--- src/ascii_number_parser_pkg.sv ---
// Constants shared by the ASCII number parser and its helpers
package ascii_number_parser_pkg;

    // ****************************************************************
    // Character codes
    // ****************************************************************
    localparam logic [7:0] CHAR_ZERO = 8'h30;
    localparam logic [7:0] CHAR_ONE = 8'h31;
    localparam logic [7:0] CHAR_NINE = 8'h39;
    localparam logic [7:0] CHAR_UPPER_A = 8'h41;
    localparam logic [7:0] CHAR_UPPER_F = 8'h46;
    localparam logic [7:0] CHAR_LOWER_A = 8'h61;
    localparam logic [7:0] CHAR_LOWER_F = 8'h66;
    localparam logic [7:0] CHAR_MINUS = 8'h2d;
    localparam logic [7:0] CHAR_DOLLAR = 8'h24;
    localparam logic [7:0] CHAR_PERCENT = 8'h25;
    localparam logic [3:0] HEX_LETTER_BASE = 4'ha;

    // ****************************************************************
    // Sizes and limits
    // ****************************************************************
    localparam int RESULT_WIDTH = 16;
    localparam int SEQ_MAX = 6;
    localparam int SEQ_COUNT_WIDTH = 3;
    localparam int DIGIT_COUNT_WIDTH = 5;
    localparam logic [4:0] DEC_LIMIT_MAX = 5'h05;
    localparam logic [4:0] HEX_LIMIT_MAX = 5'h04;
    localparam logic [4:0] BIN_LIMIT_MAX = 5'h10;

    // ****************************************************************
    // Radixes and parser states
    // ****************************************************************
    typedef enum logic [1:0] {
        RADIX_TWO = 2'b00,
        RADIX_TEN = 2'b01,
        RADIX_SIXTEEN = 2'b10,
        RADIX_GENERIC = 2'b11
    } radix_sel_t;

    typedef enum logic [2:0] {
        ST_IDLE = 3'b000,
        ST_SEQ = 3'b001,
        ST_SCAN = 3'b010,
        ST_MINUS = 3'b011,
        ST_PREFIX = 3'b100,
        ST_DIGITS = 3'b101
    } parse_state_t;

endpackage : ascii_number_parser_pkg

--- src/digit_classifier.sv ---
// Classifies one byte as a digit of a given radix
`timescale 1ns/10ps
module digit_classifier (
    input wire logic [7:0] charCode,
    input wire logic [1:0] radix,
    output logic isDigit,
    output logic [3:0] digitValue
);
    wire isDec = charCode >= ascii_number_parser_pkg::CHAR_ZERO
        && charCode <= ascii_number_parser_pkg::CHAR_NINE;
    wire isUpper = charCode >= ascii_number_parser_pkg::CHAR_UPPER_A
        && charCode <= ascii_number_parser_pkg::CHAR_UPPER_F;
    // Lower case letters mean the same as upper case in hex
    wire isLower = charCode >= ascii_number_parser_pkg::CHAR_LOWER_A
        && charCode <= ascii_number_parser_pkg::CHAR_LOWER_F;
    wire signed_prefixed_radix_two_format = charCode == ascii_number_parser_pkg::CHAR_ZERO
        || charCode == ascii_number_parser_pkg::CHAR_ONE;
    wire [7:0] decVal = charCode - ascii_number_parser_pkg::CHAR_ZERO;
    wire [7:0] upVal = charCode - ascii_number_parser_pkg::CHAR_UPPER_A;
    wire [7:0] loVal = charCode - ascii_number_parser_pkg::CHAR_LOWER_A;
    wire signed_prefixed_radix_sixteen_format = isDec || isUpper || isLower;

    assign isDigit = (radix == ascii_number_parser_pkg::RADIX_TWO) ? signed_prefixed_radix_two_format
        : (radix == ascii_number_parser_pkg::RADIX_SIXTEEN) ? signed_prefixed_radix_sixteen_format
        : isDec;
    assign digitValue = isDec ? decVal[3:0]
        : isUpper ? upVal[3:0] + ascii_number_parser_pkg::HEX_LETTER_BASE
        : loVal[3:0] + ascii_number_parser_pkg::HEX_LETTER_BASE;
endmodule : digit_classifier

--- src/sequence_matcher.sv ---
// Waits for a fixed byte pattern of up to six bytes
`timescale 1ns/10ps
module sequence_matcher #(
    parameter int SEQ_MAX = ascii_number_parser_pkg::SEQ_MAX
) (
    input wire logic clk_sys,
    input wire logic rst_n,
    input wire logic clkEn,
    input wire logic start,
    input wire logic byteValid,
    input wire logic [7:0] byteData,
    input wire logic [8*SEQ_MAX-1:0] seqPattern,
    input wire logic [2:0] seqLength,
    output logic matched
);
    logic [2:0] matchCount;
    wire [7:0] expected = seqPattern[8*matchCount +: 8];
    wire [7:0] firstByte = seqPattern[7:0];
    // Exact code compare, so case differences never match
    wire hit = byteData == expected;
    wire restartHit = byteData == firstByte;
    wire [2:0] next_matchCount = hit ? matchCount + 3'h1
        : (restartHit ? 3'h1 : 3'h0);
    wire full = matchCount == seqLength;
    // Report the match on the byte that completes it, so that a digit
    // sent straight after the pattern is not lost
    assign matched = full || (byteValid && next_matchCount == seqLength);

    always_ff @(posedge clk_sys or negedge rst_n) begin
        if (!rst_n) begin
            matchCount <= 3'h0;
        end else if (clkEn) begin
            if (start) begin
                matchCount <= 3'h0;
            end else if (byteValid && !full) begin
                matchCount <= next_matchCount;
            end
        end
    end
endmodule : sequence_matcher

--- src/ascii_number_parser.sv ---
// ASCII text to binary number parser, top level
`timescale 1ns/10ps

// Functional notes
// - Non-numeric bytes discarded while searching, forever
// - Digits end only on terminator or limit
// - Terminator stores value, pulses done, releases caller
// - Result is 16 bits, wraps silently
// - Pattern bytes must arrive consecutively first
// - Pattern holds at most six bytes
// - Pattern compare exact, case sensitive
// - Accepted digits follow selected radix
// - Digits accumulate until terminator or count
// - Limits 1-5 decimal, 1-4 hex, 1-16 binary
// - Minus counts only if digit follows
// - Lower-case hex letters equal upper case
// - Prefixed formats ignore all but a signed minus until prefix
// - Prefix honoured only if digit follows
// - Signed prefixed minus precedes the prefix
// - Generic: plain digits decimal, others prefixed
// - Signed generic result is two's complement
// - Byte destination keeps low 8 bits
module ascii_number_parser #(
    parameter int SEQ_MAX = ascii_number_parser_pkg::SEQ_MAX
) (
    input wire logic clk_sys,
    input wire logic rst_n,
    input wire logic clkEn,
    input wire logic start,
    input wire logic [1:0] radixSel,
    input wire logic signedFormat,
    input wire logic prefixedFormat,
    input wire logic [4:0] digitLimit,
    input wire logic byteWide,
    input wire logic [2:0] seqLength,
    input wire logic [8*SEQ_MAX-1:0] seqPattern,
    input wire logic byteValid,
    input wire logic [7:0] byteData,
    output logic busy,
    output logic done,
    output logic [15:0] result
);
    // ****************************************************************
    // State
    // ****************************************************************
    ascii_number_parser_pkg::parse_state_t state;
    ascii_number_parser_pkg::parse_state_t next_state;
    logic [15:0] acc;
    logic [4:0] digitCount;
    logic negative;
    logic [1:0] activeRadix;
    logic [1:0] cfgRadix;
    logic cfgSigned;
    logic cfgPrefixed;
    logic [4:0] cfgLimit;
    logic cfgByte;
    logic [2:0] cfgSeqLength;

    // ****************************************************************
    // Byte decode
    // ****************************************************************
    wire seqMatched;
    wire isDigit;
    wire [3:0] digitValue;
    wire isMinus = byteData == ascii_number_parser_pkg::CHAR_MINUS;
    wire isDollar = byteData == ascii_number_parser_pkg::CHAR_DOLLAR;
    wire isPercent = byteData == ascii_number_parser_pkg::CHAR_PERCENT;
    wire isGeneric = cfgRadix == ascii_number_parser_pkg::RADIX_GENERIC;
    wire [1:0] plainRadix = isGeneric
        ? ascii_number_parser_pkg::RADIX_TEN : cfgRadix;
    // Prefix that matches the configured radix; generic takes either
    wire hexPrefixOk = isDollar && (isGeneric
        || cfgRadix == ascii_number_parser_pkg::RADIX_SIXTEEN);
    wire binPrefixOk = isPercent && (isGeneric
        || cfgRadix == ascii_number_parser_pkg::RADIX_TWO);
    wire prefixOk = hexPrefixOk || binPrefixOk;
    wire [1:0] prefixRadix = hexPrefixOk
        ? ascii_number_parser_pkg::RADIX_SIXTEEN
        : ascii_number_parser_pkg::RADIX_TWO;
    wire needPrefix = cfgPrefixed || isGeneric;
    wire [1:0] classRadix = (state == ascii_number_parser_pkg::ST_DIGITS
        || state == ascii_number_parser_pkg::ST_PREFIX)
        ? activeRadix : plainRadix;

    digit_classifier u_digit_classifier (
        .charCode(byteData),
        .radix(classRadix),
        .isDigit(isDigit),
        .digitValue(digitValue)
    );

    sequence_matcher #(
        .SEQ_MAX(SEQ_MAX)
    ) u_sequence_matcher (
        .clk_sys(clk_sys),
        .rst_n(rst_n),
        .clkEn(clkEn),
        .start(start),
        .byteValid(byteValid
            && state == ascii_number_parser_pkg::ST_SEQ),
        .byteData(byteData),
        .seqPattern(seqPattern),
        .seqLength(cfgSeqLength),
        .matched(seqMatched)
    );

    // ****************************************************************
    // Arithmetic
    // ****************************************************************
    wire [15:0] shiftTwo = {acc[14:0], 1'b0};
    wire [15:0] shiftSixteen = {acc[11:0], 4'h0};
    wire [15:0] timesTen = {acc[12:0], 3'h0} + {acc[14:0], 1'b0};
    wire [15:0] scaled = (activeRadix == ascii_number_parser_pkg::RADIX_TWO)
        ? shiftTwo
        : (activeRadix == ascii_number_parser_pkg::RADIX_SIXTEEN)
        ? shiftSixteen : timesTen;
    // Plain 16-bit sum drops the carry, so large input wraps
    wire [15:0] next_acc = scaled + {12'h000, digitValue};
    wire [15:0] firstAcc = {12'h000, digitValue};
    // Clamp the limit to the legal range of the radix
    wire [4:0] radixLimitMax =
        (activeRadix == ascii_number_parser_pkg::RADIX_TWO)
        ? ascii_number_parser_pkg::BIN_LIMIT_MAX
        : (activeRadix == ascii_number_parser_pkg::RADIX_SIXTEEN)
        ? ascii_number_parser_pkg::HEX_LIMIT_MAX
        : ascii_number_parser_pkg::DEC_LIMIT_MAX;
    wire [4:0] effLimit = (cfgLimit > radixLimitMax)
        ? radixLimitMax : cfgLimit;
    wire limitOn = cfgLimit != 5'h00;
    wire [15:0] negAcc = 16'h0000 - acc;
    wire [15:0] negNext = 16'h0000 - next_acc;
    wire [15:0] finalTerm = negative ? negAcc : acc;
    wire [15:0] finalLimit = negative ? negNext : next_acc;
    wire digitState = state == ascii_number_parser_pkg::ST_DIGITS;
    wire reachLimit = limitOn && (digitCount + 5'h01 >= effLimit);
    wire finishTerm = digitState && byteValid && !isDigit;
    wire finishLimit = digitState && byteValid && isDigit && reachLimit;

    // ****************************************************************
    // Next state
    // ****************************************************************
    always_comb begin
        next_state = state;
        unique case (state)
            ascii_number_parser_pkg::ST_IDLE: begin
                next_state = state;
            end
            ascii_number_parser_pkg::ST_SEQ: begin
                if (seqMatched) begin
                    next_state = ascii_number_parser_pkg::ST_SCAN;
                end
            end
            ascii_number_parser_pkg::ST_SCAN: begin
                // Unwanted bytes are dropped and scanning goes on
                if (byteValid) begin
                    if (cfgSigned && isMinus) begin
                        next_state = ascii_number_parser_pkg::ST_MINUS;
                    end else if (needPrefix && prefixOk) begin
                        next_state = ascii_number_parser_pkg::ST_PREFIX;
                    end else if (!cfgPrefixed && isDigit) begin
                        next_state = ascii_number_parser_pkg::ST_DIGITS;
                    end
                end
            end
            ascii_number_parser_pkg::ST_MINUS: begin
                if (byteValid) begin
                    if (isMinus) begin
                        next_state = state;
                    end else if (needPrefix && prefixOk) begin
                        next_state = ascii_number_parser_pkg::ST_PREFIX;
                    end else if (!cfgPrefixed && isDigit) begin
                        next_state = ascii_number_parser_pkg::ST_DIGITS;
                    end else begin
                        next_state = ascii_number_parser_pkg::ST_SCAN;
                    end
                end
            end
            ascii_number_parser_pkg::ST_PREFIX: begin
                if (byteValid) begin
                    if (isDigit) begin
                        next_state = ascii_number_parser_pkg::ST_DIGITS;
                    end else if (needPrefix && prefixOk) begin
                        next_state = state;
                    end else begin
                        next_state = ascii_number_parser_pkg::ST_SCAN;
                    end
                end
            end
            ascii_number_parser_pkg::ST_DIGITS: begin
                if (finishTerm || finishLimit) begin
                    next_state = ascii_number_parser_pkg::ST_IDLE;
                end
            end
            default: begin
                next_state = ascii_number_parser_pkg::ST_IDLE;
            end
        endcase
    end

    // ****************************************************************
    // Registers
    // ****************************************************************
    wire enterDigits = byteValid && isDigit && !digitState
        && next_state == ascii_number_parser_pkg::ST_DIGITS;
    wire seqNeeded = seqLength != 3'h0;
    // A one-digit limit ends on the digit that opens the number
    wire firstNeg = state == ascii_number_parser_pkg::ST_MINUS
        || (state == ascii_number_parser_pkg::ST_PREFIX && negative);
    wire [15:0] firstVal = firstNeg ? 16'h0000 - firstAcc : firstAcc;
    wire finishFirst = enterDigits && limitOn && effLimit == 5'h01;
    wire finishAny = finishTerm || finishLimit || finishFirst;
    wire [15:0] storeVal = finishFirst ? firstVal
        : finishLimit ? finalLimit : finalTerm;
    wire [15:0] storeMasked = cfgByte
        ? {8'h00, storeVal[7:0]} : storeVal;

    always_ff @(posedge clk_sys or negedge rst_n) begin
        if (!rst_n) begin
            state <= ascii_number_parser_pkg::ST_IDLE;
            cfgRadix <= ascii_number_parser_pkg::RADIX_TEN;
            cfgSigned <= 1'b0;
            cfgPrefixed <= 1'b0;
            cfgLimit <= 5'h00;
            cfgByte <= 1'b0;
            cfgSeqLength <= 3'h0;
        end else if (clkEn) begin
            if (start) begin
                state <= seqNeeded ? ascii_number_parser_pkg::ST_SEQ
                    : ascii_number_parser_pkg::ST_SCAN;
                cfgRadix <= radixSel;
                cfgSigned <= signedFormat;
                cfgPrefixed <= prefixedFormat;
                cfgLimit <= digitLimit;
                cfgByte <= byteWide;
                // Longer patterns are cut to the six-byte store
                cfgSeqLength <= (seqLength > 3'(SEQ_MAX))
                    ? 3'(SEQ_MAX) : seqLength;
            end else begin
                state <= finishFirst ? ascii_number_parser_pkg::ST_IDLE
                    : next_state;
            end
        end
    end

    always_ff @(posedge clk_sys or negedge rst_n) begin
        if (!rst_n) begin
            acc <= 16'h0000;
            digitCount <= 5'h00;
            negative <= 1'b0;
            activeRadix <= ascii_number_parser_pkg::RADIX_TEN;
        end else if (clkEn) begin
            if (start) begin
                negative <= 1'b0;
            end else if (enterDigits) begin
                acc <= firstAcc;
                digitCount <= 5'h01;
                negative <= firstNeg;
            end else if (digitState && byteValid && isDigit) begin
                acc <= next_acc;
                digitCount <= digitCount + 5'h01;
            end else if (byteValid
                    && state == ascii_number_parser_pkg::ST_PREFIX) begin
                negative <= negative && prefixOk;
            end else if (byteValid
                    && state == ascii_number_parser_pkg::ST_SCAN) begin
                negative <= cfgSigned && isMinus && needPrefix;
                if (prefixOk) begin
                    negative <= 1'b0;
                end
            end else if (byteValid
                    && state == ascii_number_parser_pkg::ST_MINUS
                    && needPrefix) begin
                negative <= prefixOk;
            end
            // Radix tracks the prefix seen, or the plain radix
            if (byteValid && prefixOk && needPrefix && !digitState) begin
                activeRadix <= prefixRadix;
            end else if (byteValid && !digitState
                    && state != ascii_number_parser_pkg::ST_PREFIX) begin
                activeRadix <= plainRadix;
            end
        end
    end

    always_ff @(posedge clk_sys or negedge rst_n) begin
        if (!rst_n) begin
            busy <= 1'b0;
            done <= 1'b0;
            result <= 16'h0000;
        end else if (clkEn) begin
            done <= finishAny;
            if (finishAny) begin
                result <= storeMasked;
                busy <= 1'b0;
            end else if (start) begin
                busy <= 1'b1;
            end
        end
    end
    // The parser never stalls: one byte is used per strobe
    // and no ready signal exists toward the byte receiver.
endmodule : ascii_number_parser

--- config.mk ---
export PLATFORM = sky130hd
export DESIGN_NAME = ascii_number_parser
export DESIGN_NICKNAME = d
export VERILOG_FILES = /design/src/ascii_number_parser_pkg.sv /design/src/digit_classifier.sv /design/src/sequence_matcher.sv /design/src/ascii_number_parser.sv
export SDC_FILE = /design/constraint.sdc
export NUM_CORES = 1
export LEC_CHECK = 0
export ABC_AREA = 1
export BUFFER_PORTS_ARGS = -buffer_cell sky130_fd_sc_hd__buf_4
export CAP_MARGIN = 30
export CORE_MARGIN = 1
export CORE_UTILIZATION = 35
export CTS_BUF_LIST = sky130_fd_sc_hd__clkbuf_8
export DETAILED_ROUTE_END_ITERATION = 10
export GPL_TIMING_DRIVEN = 0
export MAX_ROUTING_LAYER = met4
export PLACE_DENSITY = 0.55
export SYNTH_ARGS = -nofsm -noshare
export SYNTH_HDL_FRONTEND = slang
export SYNTH_SLANG_ARGS = --single-unit
--- constraint.sdc ---
create_clock -name clk_sys -period 7.1 [get_ports clk_sys]
set_input_delay 0.355 -clock clk_sys [delete_from_list [all_inputs] [get_ports clk_sys]]
set_output_delay 0.355 -clock clk_sys [all_outputs]
set_load 0.01 [all_outputs]
==> metrics.md, run 1 <==
| Metric | Value |
|---|---|
| FF+latch area | `1530 um^2` |
| Area Overhead vs Synth | `17.5%` |
| Detail Placement HPWL | `15500 um` |
| Boundary Pins | `92` |
| Primary FF master, synth | `dfrtp_1` |
| Pwr per Cell Area | `154 nW/um^2` |
| Top cells by area, synth | `dfrtp_1 (23%), nand2_1 (21%), inv_1 (6.9%)` |
| First-pass GRT wire length | `32000 um` |
| Most frequent cells in the layout | `nand2_1 (371), inv_1 (123), buf_4 (89)` |
| Skew final | `0.0125 ns` |
| F_max | `200 MHz` |
| Antenna Nets Post-Route | `0` |
| Cells after synthesis | `1052` |
| Post-CTS Setup Bufs | `0` |
| Mean routed wirelength per cell | `13.8 um` |
| Drt drc | `0` |
| Total global routing overflow | `0` |
| Multi-input logic area | `4320 um^2` |
| Initial DRT Pass Iterations | `9` |
| Synth Net Count | `1162` |
| Total Routing Usage GR | `21.2%` |
| Maximum VDD drop | `122 uV` |
| DR vias | `6782` |
| Fin crit share | `70.5%` |
| Clock sinks | `61` |
| Fill cell count | `1958` |
| Commonest non-fill, non-tap cell in the layout | `nand2_1` |
| Number of port buffers | `88` |
| DIE HEIGHT | `139 um` |
| Vias in the first global route | `6400` |
| Num CTS Buffers | `9` |
| CP startpoint kind | `register` |
| CTS tree | `built` |
| Outcome | `finished, final reports clean` |
| Synth Warn # | `0` |
| Number of synthesized register bits | `61` |
| RR Startpoint | `activeRadix[0]` |
| Die W | `139 um` |
| # resized after CTS | `0` |
| Crit path capture type | `register` |
| Worst hold path class | `in2async` |
| Total core area | `18100 um^2` |
| Largest net degree at the start of global routing | `62` |
| Via density per instance | `4.90` |
| Post-synth top area cell | `dfrtp_1` |
| Worst Path Arrival | `5.30 ns` |
| Worst endpoint required time | `7.39 ns` |
| GP Congestion | `0.836` |
| Final Util | `42.3%` |
| Post-synthesis sequential area ratio | `23.4%` |
| Met3 wire len | `867 um` |
| Post-route setup slack | `2.10 ns` |
| Cell Area, Synth | `6540 um^2` |
| Total negative setup slack | `0 ns` |
| Clock root buffer | `clkbuf_8` |
| Distinct cells, synth | `53` |
| Register-to-Register Setup Slack | `2.10 ns` |
| Slew @ Worst Pin | `0.831 ns` |
| Critical path class | `reg2reg` |
| Initial antenna violation count | `0` |
| Critical path peak fanout | `10` |
| Post-synth EDFFs | `0` |
| Syn avg cell area | `6.22 um^2` |
| ANT cells | `0` |
| Placed Area | `7490 um^2` |
| Final Critical Period | `5.00 ns` |
| Wl on met1 | `9910 um` |
| Worst R2R End | `result[10]` |
| Max clock buf depth | `2` |
| DR WL met2 | `8090 um` |
| # setup viols final | `0` |
| Clk Latency, worst-skew pair | `0.36 ns` |
| Worst reg2reg path depth | `24` |
| Die ar. | `19200 um^2` |
| RSZ-0062 raised after global routing | `false` |
| Final Hold Viols | `0` |
| Wirelength, routed | `19000 um` |
| Initial Util | `36.0%` |
| H-tree depth | `3` |
| Final slew viol count | `0` |
| Initial DRC count | `375` |
| Synth async-reset ratio | `100%` |
| Final net count | `1261` |
| Dpl ws | `2.08 ns` |
| Post-cts hold buffer count | `0` |
| Area share of the largest cell type after synthesis | `22.6%` |
| Final Instance Area | `7680 um^2` |
| LEAKAGE | `4.13 nW` |
| Number of placement rows | `49` |
| Max_slew headroom | `44.6%` |
| Share of post-route cells with drive strength above 1 | `14.9%` |
| Clock-pin slew on the worst setup and hold paths | `0.07 ns` |
| Top Layer Used | `met4` |
| Max Cap Violations | `0` |
## per-layer routing
metal	vias to the layer above	track usage, %
li1	3590	-
met1	3040	30.5
met4	0	4.04
met5	-	-
met2	140	31.6
met3	12	3.11
## logic make-up (layout without fill, tap and decap cells)
family / count (synthesis) / in the layout / synth area share, %
simple gates: 591 / 591 / 38.3
compound gates: 157 / 157 / 14.2
xor+xnor: 47 / 47 / 6.29
buf+inv: 160 / 264 / 10.7
fa+ha+maj: 36 / 36 / 7.12
flops: 61 / 61 / 23.4
## Yosys cell counts, types with 3 or more instances
library cell and instances:
nand3_1 87, clkbuf_1 10, o211ai_1 6, a21oi_1 25, or2_2 4, xnor2_1 20
o21a_1 5, nand3_2 3, a31oi_1 6, inv_2 6, o21ai_2 14, inv_1 121
nor4_1 4, ha_1 34, dfrtp_1 59, buf_2 8, nor3_1 13, o22ai_1 11
nand2_2 13, o21ai_0 70, buf_6 8, nand2_1 371, nand4_1 9, o21ai_1 7
xor2_1 27, nor2_1 73, nor2_2 3
## sequential cells by signal, summed over array words and instances (netlist names)
| register | count |
|---|---|
| cfgRadix | 2 |
| cfgPrefixed | 1 |
| state | 3 |
| cfgSeqLength | 3 |
| acc | 16 |
| result | 16 |
| activeRadix | 2 |
| digitCount | 5 |
| cfgSigned | 1 |
| cfgLimit | 5 |
| done | 1 |
| busy | 1 |
| negative | 1 |
| cfgByte | 1 |
| u_sequence_matcher.matchCount | 3 |
## worst max path at each step
stage,cells past startpoint,slack (ns),endpoint,startpoint
5_1_grt,24,1.47,result[12],activeRadix[1]
2_1_floorplan,28,3.05,acc[3],activeRadix[0]
4_1_cts,24,2.06,result[10],activeRadix[0]
3_3_place_gp,24,2.13,result[14],activeRadix[0]
6_report,24,2.10,result[10],activeRadix[0]
3_5_place_dp,24,2.08,result[14],activeRadix[0]
## critical path, cell delays in order, from the launching register on
cell      delay [ns]
dfstp_2         0.39
nor2_1          0.33
inv_1           0.17
clkbuf_1        0.30
ha_1            0.41
nand2_1         0.08
o31ai_1         0.32
nand2_1         0.19
o21ai_0         0.27
ha_1            0.31
a21oi_1         0.16
o221ai_1        0.13
a21oi_1         0.13
nor2_1          0.08
o21ai_1         0.34
nand2_1         0.13
nand2_1         0.09
nor2_1          0.06
nor2_2          0.18
nand3_2         0.17
nand2_1         0.11
nand2_1         0.12
nor2_2          0.31
nand2_1         0.10
nand2_1         0.07
## area by class of cell
type | instances | share of cell area (%)
well taps | 229 | 3.73
multi-input cells | 831 | 56.2
repair buffers | 88 | 8.60
clock buffers | 10 | 1.79
flip-flops and latches | 61 | 19.9
plain buffers | 30 | 2.65
clock inverters | 6 | 0.749
inverters | 130 | 6.42
## where the power goes
part           switching [W]  internal (W)
Sequential         0.0000227      0.000369
Clock               0.000147      0.000168
Combinational       0.000306      0.000174
Total               0.000476      0.000711
## metrics by stage
step	cells	hold slack, ns	power [W]
floorplan	1052	0.0594	0.000732
global placement	1369	0.469	0.000872
detailed placement	1369	0.473	0.000873
CTS	1385	0.104	0.00119
global route	1385	0.148	0.00129
finish	1385	0.0649	0.00119
Power figures use the tool's default switching activity.
==> run 2: changes to the inputs <==
--- a/config.mk
+++ b/config.mk
@@ -14,7 +14,7 @@
 export DETAILED_ROUTE_END_ITERATION = 10
 export GPL_TIMING_DRIVEN = 0
 export MAX_ROUTING_LAYER = met4
-export PLACE_DENSITY = 0.55
+export PLACE_DENSITY = 0.57
 export SYNTH_ARGS = -nofsm -noshare
 export SYNTH_HDL_FRONTEND = slang
 export SYNTH_SLANG_ARGS = --single-unit
==> constraint.sdc (replaced) <==
create_clock -name clk_sys -period 4.5 [get_ports clk_sys]
set_input_delay 0.225 -clock clk_sys [delete_from_list [all_inputs] [get_ports clk_sys]]
set_output_delay 0.225 -clock clk_sys [all_outputs]
set_load 0.01 [all_outputs]
==> metrics.md, run 2 (same netlist as run 1, synthesis figures left out) <==
| Metric | Value |
|---|---|
| Outcome | `finished with violations (was finished, final reports clean)` |
| Failing checks | `DRC` |
| DR vias | `6843 (was 6782)` |
| Detail Placement HPWL | `15200 um (was 15500 um)` |
| Wirelength, routed | `18800 um (was 19000 um)` |
| Area Overhead vs Synth | `19.3% (was 17.5%)` |
| DIE HEIGHT | `139 um (unchanged)` |
| CP max-delay cell | `dfrtp_1 (was ha_1)` |
| Number of placement rows | `49 (unchanged)` |
| Non-Filler Instances | `1389 (was 1385)` |
| Worst hold margin | `0.0481 ns (was 0.0649 ns)` |
| Number of port buffers | `88 (unchanged)` |
| Commonest non-fill, non-tap cell in the layout | `nand2_1 (unchanged)` |
| Final net count | `1265 (was 1261)` |
| Fin crit share | `92.2% (was 70.5%)` |
| Final Hold Viols | `0 (unchanged)` |
| Initial DRT Pass Iterations | `8 (was 9)` |
| Mean routed wirelength per cell | `13.5 um (was 13.8 um)` |
| Drt drc | `2 (was 0)` |
| Total Routing Usage GR | `21.0% (was 21.2%)` |
| Worst Path Arrival | `4.40 ns (was 5.30 ns)` |
| Skew final | `0.0118 ns (was 0.0125 ns)` |
| Initial Util | `36.0% (unchanged)` |
| Pwr per Cell Area | `252 nW/um^2 (was 154 nW/um^2)` |
| Die ar. | `19200 um^2 (unchanged)` |
| Worst hold path class | `in2reg (was in2async)` |
| Via density per instance | `4.93 (was 4.90)` |
| LEAKAGE | `4.16 nW (was 4.13 nW)` |
| CP dominant cell by count | `nand2_1 (unchanged)` |
| Critical Path Max Stage Delay | `0.42 ns (was 0.41 ns)` |
| CTS tree | `built (unchanged)` |
| # setup viols final | `0 (unchanged)` |
| Worst endpoint required time | `4.75 ns (was 7.39 ns)` |
| Final slew viol count | `0 (unchanged)` |
| WP buf/inv | `4 (was 2)` |
| H-tree depth | `3 (unchanged)` |
| Initial antenna violation count | `0 (unchanged)` |
| Fill cell count | `1955 (was 1958)` |
| Slew @ Worst Pin | `0.806 ns (was 0.831 ns)` |
| Clock-pin slew on the worst setup and hold paths | `0.08 ns (was 0.07 ns)` |
| Total global routing overflow | `0 (unchanged)` |
| Antenna Nets Post-Route | `0 (unchanged)` |
| Final Critical Period | `4.15 ns (was 5.00 ns)` |
| Clk Latency, worst-skew pair | `0.37 ns (was 0.36 ns)` |
| F_max | `241 MHz (was 200 MHz)` |
| Max_slew headroom | `46.2% (was 44.6%)` |
| Critical path peak fanout | `10 (unchanged)` |
| Kind of cell adding the most delay to the critical path | `compound AO/OA/AOI/OAI gates (was simple AND/OR/NAND/NOR gates)` |
| Placed insts | `1369 (unchanged)` |
| CP startpoint kind | `register (unchanged)` |
| ANT cells | `0 (unchanged)` |
| Initial DRC count | `444 (was 375)` |
| Clock sinks | `61 (unchanged)` |
| Most frequent cells in the layout | `nand2_1 (370), inv_1 (121), buf_4 (95) (was nand2_1 (371), inv_1 (123), buf_4 (89))` |
| Top Registers | `acc x16, result x16 (unchanged)` |
| Boundary Pins | `92 (unchanged)` |
| First-pass GRT wire length | `31600 um (was 32000 um)` |
| Crit path capture type | `register (unchanged)` |
| Total core area | `18100 um^2 (unchanged)` |
| Vias in the first global route | `6469 (was 6400)` |
| Share of post-route cells with drive strength above 1 | `16.0% (was 14.9%)` |
| GP Congestion | `0.859 (was 0.836)` |
| Die W | `139 um (unchanged)` |
| Critical path class | `reg2reg (unchanged)` |
| Maximum VDD drop | `185 uV (was 122 uV)` |
| Largest net degree at the start of global routing | `62 (unchanged)` |
| Max clock buf depth | `2 (unchanged)` |
| Max Cap Violations | `0 (unchanged)` |
| Num CTS Buffers | `9 (unchanged)` |
| Clock root buffer | `clkbuf_8 (unchanged)` |
| Total negative setup slack | `0 ns (unchanged)` |
## run 2: cell count changes in the layout (fill, tap and decap cells not counted), moves of 2 or more
cell / delta
buf_4: +6
a21oi_1: -2
a21oi_2: +2
buf_2: -2
inv_1: -2
nor2_1: -2
nor2_4: +2
## run 2: power by group
group	internal, W	leakage (nW)	switching, W
clock network	0.000325	0.110	0.000233
logic	0.000292	3.25	0.000495
registers	0.000583	0.807	0.0000379
## run 2: final cells by class
class,count,area (um^2),share of cell area (%)
clock buffers,10,138,1.76
flip-flops and latches,61,1530,19.6
clock inverters,6,87.6,1.12
inverters,130,497,6.37
well taps,229,287,3.67
multi-input cells,831,4360,55.8
plain buffers,29,208,2.66
repair buffers,93,701,8.98
## run 2: worst min-delay path, cell delays in order
cell and delay [ns]:
buf_4 0.08, nand2_1 0.04, nand2_1 0.05
## run 2: layer usage
| layer | vias up | share of wire [%] | global-route usage (%) | routed length, um |
|---|---|---|---|---|
| li1 | 3607 | - | - | - |
| met1 | 3106 | 52 | 28.8 | 9850 |
| met2 | 113 | 43 | 32.3 | 8070 |
| met3 | 17 | 3.1 | 2.94 | 578 |
| met4 | 0 | 1.4 | 5.56 | 265 |
| met5 | - | 0 | - | 0 |
## run 2: timing repair
action	CTS	global route
setup buffers	1	3
hold buffers	1	0
gates resized for setup	6	11
endpoints found under the hold margin	53	0
setup endpoints to repair	42	42
pin swaps	0	4
## run 2: worst paths after layout
check                                from           to  slack (ns)  cells past startpoint
min in group asynchronous           rst_n  cfgLimit[3]        0.48                      2
min reg2reg                          done         done        0.49                      2
max                        activeRadix[1]       acc[3]        0.35                     27
max reg2reg                activeRadix[1]       acc[3]        0.35                     27
max in group asynchronous           rst_n   result[13]        3.47                      2
min                         digitLimit[4]  cfgLimit[4]        0.05                      3
## run 2: per-stage QoR
stage          setup slack [ns]  power, W  area (um^2)  util [%]
3_5_place_dp             -0.479   0.00137         7490      41.3
6_report                  0.349   0.00197         7800      43.0
4_1_cts                   0.104   0.00196         7750      42.7
2_1_floorplan             0.453   0.00116         6540         -
5_1_grt                 -0.0119   0.00212         7800      43.0
3_3_place_gp             -0.468   0.00137         7490      41.3
